`src/hdl/asma_defs.svh`:
```
// register offsets, field positions and reset values of the alarm aggregator
`ifndef ASMA_DEFS_SVH
`define ASMA_DEFS_SVH

`define ASMA_ADDR_W 12
`define ASMA_DATA_W 8
`define ASMA_FLAG_W 6
`define ASMA_LANES 16

`define ASMA_ADDR_ALARM 12'h2c0
`define ASMA_ADDR_STATUS 12'h2c1
`define ASMA_ADDR_MASK 12'h2c2
`define ASMA_ADDR_LANE_LO 12'h2c4
`define ASMA_ADDR_LANE_HI 12'h2c5

`define ASMA_BIT_LANE_BUFFER 5
`define ASMA_BIT_PLL_UNLOCK 4
`define ASMA_BIT_LINK_STATE 3
`define ASMA_BIT_CLOCK_REALIGN 2
`define ASMA_BIT_OSC_UPSET 1
`define ASMA_BIT_DIVIDER 0

`define ASMA_STATUS_RESET 6'h3f
`define ASMA_MASK_RESET 6'h3f
`define ASMA_LANE_RESET 16'hffff

`endif

```
`src/hdl/asma_pkg.sv`:
```
// types shared by the alarm aggregator modules
package asma_pkg;

    // whole state of the aggregator top
    typedef struct packed {
        logic [5:0] alarm_status_flags;
        logic [5:0] alarm_source_mask;
        logic link_enable_prev;
        logic alarm;
        logic [7:0] rdata;
    } asma_top_s;

    // whole state of the per-lane error register
    typedef struct packed {
        logic [15:0] per_lane_buffer_errors;
    } asma_lane_s;

endpackage

```
`src/hdl/asma_aggregator.sv`:
```
// alarm status, mask and combined alarm of the converter core
//
// Summary of operation
// - set lane buffer error flag, bit 5, on overflow or underflow of an active lane
// - set pll unlock flag, bit 4, while the pll is out of lock
// - 8b/10b: set link error flag, bit 3, while enabled link is out of data state
// - 64b/66b: set link error flag at link start-up and on any realignment
// - set realign flag, bit 2, whenever sysref realigns the internal clocks
// - set oscillator flag, bit 1, on link disabled, oscillator sync or phase mismatch
// - set divider mismatch flag, bit 0, when channel dividers disagree
// - writing one clears only that status flag; zeros leave flags alone
// - power-on or soft reset sets all six status flags, value 0x3f
// - with link disabled all flags but bit 0 mean nothing; clear after enabling
// - mask bit n stops status flag n from reaching the combined alarm
// - mask register resets to 0x3f on power-on reset only, all sources masked; soft reset keeps it
// - keep one sticky error bit per lane for sixteen lanes
// - clearing the lane buffer error flag clears all per-lane error bits
`timescale 1ns/1ps
`default_nettype none
`include "asma_defs.svh"

module asma_aggregator #(
    parameter int LANES = `ASMA_LANES
) (
    input wire logic ref_clk,
    input wire logic rstn,
    input wire logic soft_reset,
    input wire logic [11:0] reg_addr,
    input wire logic reg_wr,
    input wire logic [7:0] reg_wdata,
    input wire logic reg_rd,
    output logic [7:0] reg_rdata,
    input wire logic [LANES-1:0] lane_active,
    input wire logic [LANES-1:0] lane_buffer_fault,
    input wire logic pll_locked,
    input wire logic serial_link_enable,
    input wire logic link_mode_66b,
    input wire logic link_in_data_state,
    input wire logic link_realign_event,
    input wire logic sysref_realign_event,
    input wire logic osc_sync_event,
    input wire logic osc_phase_mismatch,
    input wire logic divider_mismatch,
    output logic alarm
);

    ////////////////////////////////////////////////////////////////////////////
    // decode

    // address compare reused for every register
    function automatic logic hit(input logic [11:0] a, input logic [11:0] r);
        return a == r;
    endfunction

    asma_pkg::asma_top_s st;
    asma_pkg::asma_top_s next_st;
    logic [LANES-1:0] lane_err;
    logic [15:0] lanes;
    logic wr_status;
    logic wr_mask;
    logic wr_lane_lo;
    logic wr_lane_hi;
    logic clear_lanes;
    logic [5:0] events;

    assign wr_status = reg_wr & hit(reg_addr, `ASMA_ADDR_STATUS);
    assign wr_mask = reg_wr & hit(reg_addr, `ASMA_ADDR_MASK);
    assign wr_lane_lo = reg_wr & hit(reg_addr, `ASMA_ADDR_LANE_LO);
    assign wr_lane_hi = reg_wr & hit(reg_addr, `ASMA_ADDR_LANE_HI);
    // inactive lanes may sit in fault and must not raise alarms
    assign lane_err = lane_buffer_fault & lane_active;
    assign clear_lanes = wr_status & reg_wdata[`ASMA_BIT_LANE_BUFFER];

    ////////////////////////////////////////////////////////////////////////////
    // per-lane errors

    asma_lane_errors #(
        .LANES(LANES)
    ) u_lanes (
        .ref_clk(ref_clk),
        .rstn(rstn),
        .soft_reset(soft_reset),
        .lane_err(lane_err),
        .wr_lo(wr_lane_lo),
        .wr_hi(wr_lane_hi),
        .wdata(reg_wdata),
        .clear_all(clear_lanes),
        .per_lane_buffer_errors(lanes)
    );

    ////////////////////////////////////////////////////////////////////////////
    // alarm sources

    // flags are only meaningful with the link up; they are still driven
    // when it is down so software sees a defined value
    always_comb begin
        events = 6'h00;
        events[`ASMA_BIT_LANE_BUFFER] = |lane_err;
        events[`ASMA_BIT_PLL_UNLOCK] = ~pll_locked;
        if (link_mode_66b) begin
            events[`ASMA_BIT_LINK_STATE] = (serial_link_enable & ~st.link_enable_prev)
                | link_realign_event;
        end else begin
            events[`ASMA_BIT_LINK_STATE] = serial_link_enable & ~link_in_data_state;
        end
        events[`ASMA_BIT_CLOCK_REALIGN] = sysref_realign_event;
        events[`ASMA_BIT_OSC_UPSET] = ~serial_link_enable | osc_sync_event
            | osc_phase_mismatch;
        events[`ASMA_BIT_DIVIDER] = divider_mismatch;
    end

    ////////////////////////////////////////////////////////////////////////////
    // registers

    always_comb begin
        next_st = st;
        next_st.link_enable_prev = serial_link_enable;
        // write-one-to-clear, and a same-cycle event wins over the clear
        if (wr_status) begin
            next_st.alarm_status_flags = st.alarm_status_flags & ~reg_wdata[5:0];
        end
        next_st.alarm_status_flags = next_st.alarm_status_flags | events;
        if (wr_mask) begin
            next_st.alarm_source_mask = reg_wdata[5:0];
        end
        if (soft_reset) begin
            next_st.alarm_status_flags = `ASMA_STATUS_RESET;
        end
        // computed from next values so alarm tracks the flags without lag
        next_st.alarm = |(next_st.alarm_status_flags & ~next_st.alarm_source_mask);
        // read data lands one cycle after the read strobe
        if (reg_rd) begin
            next_st.rdata = 8'h00;
            if (hit(reg_addr, `ASMA_ADDR_ALARM)) begin
                next_st.rdata = {7'h00, st.alarm};
            end else if (hit(reg_addr, `ASMA_ADDR_STATUS)) begin
                next_st.rdata = {2'h0, st.alarm_status_flags};
            end else if (hit(reg_addr, `ASMA_ADDR_MASK)) begin
                next_st.rdata = {2'h0, st.alarm_source_mask};
            end else if (hit(reg_addr, `ASMA_ADDR_LANE_LO)) begin
                next_st.rdata = lanes[7:0];
            end else if (hit(reg_addr, `ASMA_ADDR_LANE_HI)) begin
                next_st.rdata = lanes[15:8];
            end
        end
    end

    // mask keeps its value over soft reset; only power-on reset restores it
    always_ff @(posedge ref_clk) begin
        if (!rstn) begin
            st.alarm_status_flags <= `ASMA_STATUS_RESET;
            st.alarm_source_mask <= `ASMA_MASK_RESET;
            st.link_enable_prev <= 1'b0;
            st.alarm <= 1'b0;
            st.rdata <= 8'h00;
        end else begin
            st <= next_st;
        end
    end

    assign reg_rdata = st.rdata;
    assign alarm = st.alarm;

endmodule // asma_aggregator
`default_nettype wire

```
`src/hdl/asma_lane_errors.sv`:
```
// per-lane sticky buffer error register with write-one-to-clear
`timescale 1ns/1ps
`default_nettype none
`include "asma_defs.svh"

module asma_lane_errors #(
    parameter int LANES = `ASMA_LANES
) (
    input wire logic ref_clk,
    input wire logic rstn,
    input wire logic soft_reset,
    input wire logic [LANES-1:0] lane_err,
    input wire logic wr_lo,
    input wire logic wr_hi,
    input wire logic [7:0] wdata,
    input wire logic clear_all,
    output logic [15:0] per_lane_buffer_errors
);

    // the register map has room for sixteen lanes only
    if (LANES < 1 || LANES > 16) begin : g_bad_lanes
        $error("asma_lane_errors: LANES must be 1 to 16");
    end

    asma_pkg::asma_lane_s st;
    asma_pkg::asma_lane_s next_st;
    logic [15:0] err_ext;
    logic [15:0] clr;

    assign err_ext = 16'(lane_err);

    // clear mask from both byte writes and from the summary flag clear
    always_comb begin
        clr = 16'h0000;
        if (wr_lo) begin
            clr[7:0] = wdata;
        end
        if (wr_hi) begin
            clr[15:8] = wdata;
        end
        if (clear_all) begin
            clr = 16'hffff;
        end
    end

    // a fresh error in the clearing cycle survives: set beats clear
    always_comb begin
        next_st = st;
        for (int i = 0; i < 16; i++) begin
            next_st.per_lane_buffer_errors[i] =
                (st.per_lane_buffer_errors[i] & ~clr[i]) | err_ext[i];
        end
        if (soft_reset) begin
            next_st.per_lane_buffer_errors = `ASMA_LANE_RESET;
        end
    end

    always_ff @(posedge ref_clk) begin
        if (!rstn) begin
            st.per_lane_buffer_errors <= `ASMA_LANE_RESET;
        end else begin
            st <= next_st;
        end
    end

    assign per_lane_buffer_errors = st.per_lane_buffer_errors;

endmodule // asma_lane_errors
`default_nettype wire

```
`config.mk`:
```
export PLATFORM = sky130hd
export DESIGN_NAME = asma_aggregator
export DESIGN_NICKNAME = d
export VERILOG_FILES = /design/src/hdl/asma_pkg.sv /design/src/hdl/asma_aggregator.sv /design/src/hdl/asma_lane_errors.sv
export VERILOG_INCLUDE_DIRS = /design/src /design/src/hdl
export SDC_FILE = /design/constraint.sdc
export NUM_CORES = 1
export LEC_CHECK = 0
export BUFFER_PORTS_ARGS = -buffer_cell sky130_fd_sc_hd__buf_2
export CAP_MARGIN = 0
export CORE_MARGIN = 5
export CORE_UTILIZATION = 45
export CTS_CLUSTER_SIZE = 30
export DETAILED_ROUTE_END_ITERATION = 7
export PLACE_DENSITY_LB_ADDON = 0.12
export SYNTH_ARGS = -nofsm -noshare
export SYNTH_HDL_FRONTEND = slang
export SYNTH_SLANG_ARGS = --single-unit
```
`constraint.sdc`:
```
create_clock -name ref_clk -period 1.9 [get_ports ref_clk]
set_input_delay 0 -clock ref_clk [delete_from_list [all_inputs] [get_ports ref_clk]]
set_output_delay 0 -clock ref_clk [all_outputs]
set_load 0.03 [all_outputs]
```
==> impl_metrics.yaml <==
power:
  seq_power_share_pct: 45.7
  p_sw_w: 0.000394
  p_per_area_mw_per_mm2: 586
  clock_power_share_pct: 39.8
  ir_worst_vdd_uv: 421
  internal_power_w: 0.00135
  p_comb_share_pct: 14.5
  p_sw_share_pct: 22.6
  p_leak_nw: 1.37
placed_design:
  placed_cells: 383
  gp_congestion: 0.842
  post-dp-hpwl_mm: 4.70
  io_buffer_count: 74
  dp_slack_ps: 12.2
  place_area_mm2: 0.00251
cells_and_area:
  final_area_mm2: 0.00298
  fillers: 366
  seqCellArea_um2: 761
  drive_above_1_share_pct: 29.0
  finalNetCount: 439
  final_cell_count_no_fill: 425
  multiInputGateArea_mm2: 0.00115
  area_delta_synth_final_pct: 46.2
  antenna_cells: 0
route:
  firstDrtPassIters: 5
  postRouteAntennaNets: 0
  num_vias: 2378
  wl_mm: 6.67
  drc: 0
  drt_iter0_markers: 223
  via_per_inst: 5.60
  drt-wirelength-per-cell_um: 15.7
synthesis:
  synth_top_cell_by_area: "dfxtp_1"
  synth_top_area_share_pct: 37.3
  mappedNetlistNets: 321
  synth.most_common_cell: "nand2_1"
  synth_area_leaders: "dfxtp_1 37%, nand2_1 9.6%, nand3_1 7.8%"
  ys.flop_type: "dfxtp_1"
  ys_ff_latch: 38
  synthArstFlopShare_pct: 0
  syn_area_mm2: 0.00204
  seq_area_frac_synth_pct: 37.3
  synthTopCellsByCount: "52 x nand2_1, 38 x dfxtp_1, 32 x nand3_1, 16 x a21oi_1, 12 x mux2i_1"
  syn_area_per_cell_um2: 8.00
  yosys_warnings: 0
  synthDistinctLibCells: 45
  synth_edf_count: 0
  syn_inst: 255
grt:
  grtUsageTotal_pct: 21.8
  grt_pass1_wl_mm: 10.6
  antenna_found_initial: 0
  grt_max_degree: 16
  gr-total-overflow: 0
  first_global_vias: 2248
setup_path:
  crit_arrival_ps: 1930
  rr_endpoint: "alarm"
  cp-end-kind: "flip-flop"
  path_class: "input pin to flip-flop"
  r2r-start: "st[9]"
  crit_chain: "dlygate4sd3_1, buf_2, or4b_4, o21ai_1, a31oi_1, o22a_1, a311oi_2, a41oi_1"
  reg2regPathDepth: 6
  ff2ff_setup_slack_ps: 520
  cp-start-kind: "input pin"
  crit_slowest_cell: "dlygate4sd3_1"
  crit_required_ps: 2050
  crit_start: "serial_link_enable"
  slowest_delay_ps: 520
  crit_fanout: 4
timing:
  worstMarginPinSlew_ps: 482
  min_period_ps: 1780
  fin_skew_ps: 5.34
  rsz0062_at_grt: "no"
  slew_viol_final: 0
  setup_ws_ps: 120
  fin_crit_sh_pct: 93.7
  max_freq_mhz: 562
  setup_viol: 0
  finalHoldViolCount: 0
  fin_setup_tns_ps: 0
  slew_headroom_pct: 67.4
flow_run:
  max-cap-violations: 0
cts:
  cts_buffers: 5
  cts_tree: "built"
  cts_num_sinks: 38
  root_buffer: "clkbuf_8"
  h-tree-depth: 2
  clockBufferDepth: 2
  post-cts-setup-buffers: 0
  clk_pin_slew_worst_paths_ps: 70
  clk_latency_ps: 290
hold_path:
  hold_depth: 3
  hold_class: "input pin to flip-flop"
  holdCritStartpoint: "reg_rd"
  hold_end: "reg_rdata[0]"
die:
  dieArea_mm2: 0.00598
  num_rows: 24
  coreArea_mm2: 0.00438
  ios: 75
  die_y_um: 77.3
  die_w_um: 77.3
  initial_utilization_pct: 46.5
outcome:
  status: "completed"
## metal layers
metal  share of wire [%]  vias up  routed length, um  GRT usage, %
met5                   0        -                  0             0
met4                 2.1        0                138          7.04
met3                 7.8       14                520          5.56
met2                  48      101               3210          36.3
met1                  42     1096               2800          27.6
li1                    -     1167                  -             -
## cell families (layout without fill, tap and decap cells)
kind of cell    Yosys count  count (layout)  share of synthesized area (%)
mux                      12              12                           5.89
compound gates           60              60                           19.3
buf+inv                  24             142                           6.81
simple gates            121             121                           30.7
flops                    38              38                           37.3
## cell type report
class	count	area share, %
multi-input cells	193	38.6
well taps	52	2.18
inverters	6	0.755
clock inverters	1	1.01
clock buffers	6	2.77
repair buffers	129	29.2
flip-flops and latches	38	25.5
## cell usage in the layout (no fill, tap or decap), types with 2 or more instances in the layout
cell type      instances
nand2_1               52
o21ai_0                9
dlygate4sd3_1         35
inv_1                  6
nand3b_1               2
dfxtp_1               38
clkbuf_8               6
a41oi_1                2
nand3_1               32
nor4_1                 3
mux2i_1               12
a31oi_1                3
or4b_4                 2
buf_4                 20
nand4_1                3
nor2b_1                2
o21ai_1                2
a21oi_1               16
or4b_1                 2
a211o_1                6
nand2b_1               2
nor3b_1                2
o22ai_1                6
nor4b_1                2
and2_1                 3
nor2_1                 8
o2bb2ai_1              2
a22oi_1                4
buf_2                 74
## power by group through the flow
| stage | clock (W) | sequential (W) | combinational, W |
|---|---|---|---|
| floorplan | 0 | 0.000817 | 0.0000764 |
| global placement | 0 | 0.000817 | 0.000189 |
| detailed placement | 0 | 0.000817 | 0.000189 |
| CTS | 0.000704 | 0.000799 | 0.000245 |
| global route | 0.000737 | 0.000799 | 0.000271 |
| finish | 0.000696 | 0.000799 | 0.000253 |
## how the worst max path moves through the flow
stage | cells past startpoint | end | slack [ps]
finish | 8 | alarm | 120
global route | 8 | alarm | 30
CTS | 8 | alarm | 50
detailed placement | 8 | alarm | 10
global placement | 8 | alarm | 4
floorplan | 9 | u_lanes.per_lane_buffer_errors[11] | 160
## flip-flops by register name (all words and copies together) (netlist names)
| signal | cells |
|---|---|
| u_lanes.per_lane_buffer_errors | 16 |
| reg_rdata | 8 |
| alarm | 1 |
| st | 13 |
## per-stage QoR
stage	hold slack (ps)	total power (W)	utilization (%)
floorplan	73.3	0.000894	-
detailed placement	213	0.00101	57.2
finish	4.39	0.00175	68.0
global placement	218	0.00101	57.2
global route	22.7	0.00181	68.0
CTS	2.05	0.00175	67.8
## what timing repair did
item	4_1_cts	5_1_grt
hold buffers	35	0
endpoints found under the hold margin	19	0
endpoints found under the setup margin	0	1
resized for setup	0	3
## critical path, delay by kind of cell
family	cells	cell delay [ps]
compound gates	5	830
buf+inv	2	640
simple gates	1	470
Power figures use the tool's default switching activity.
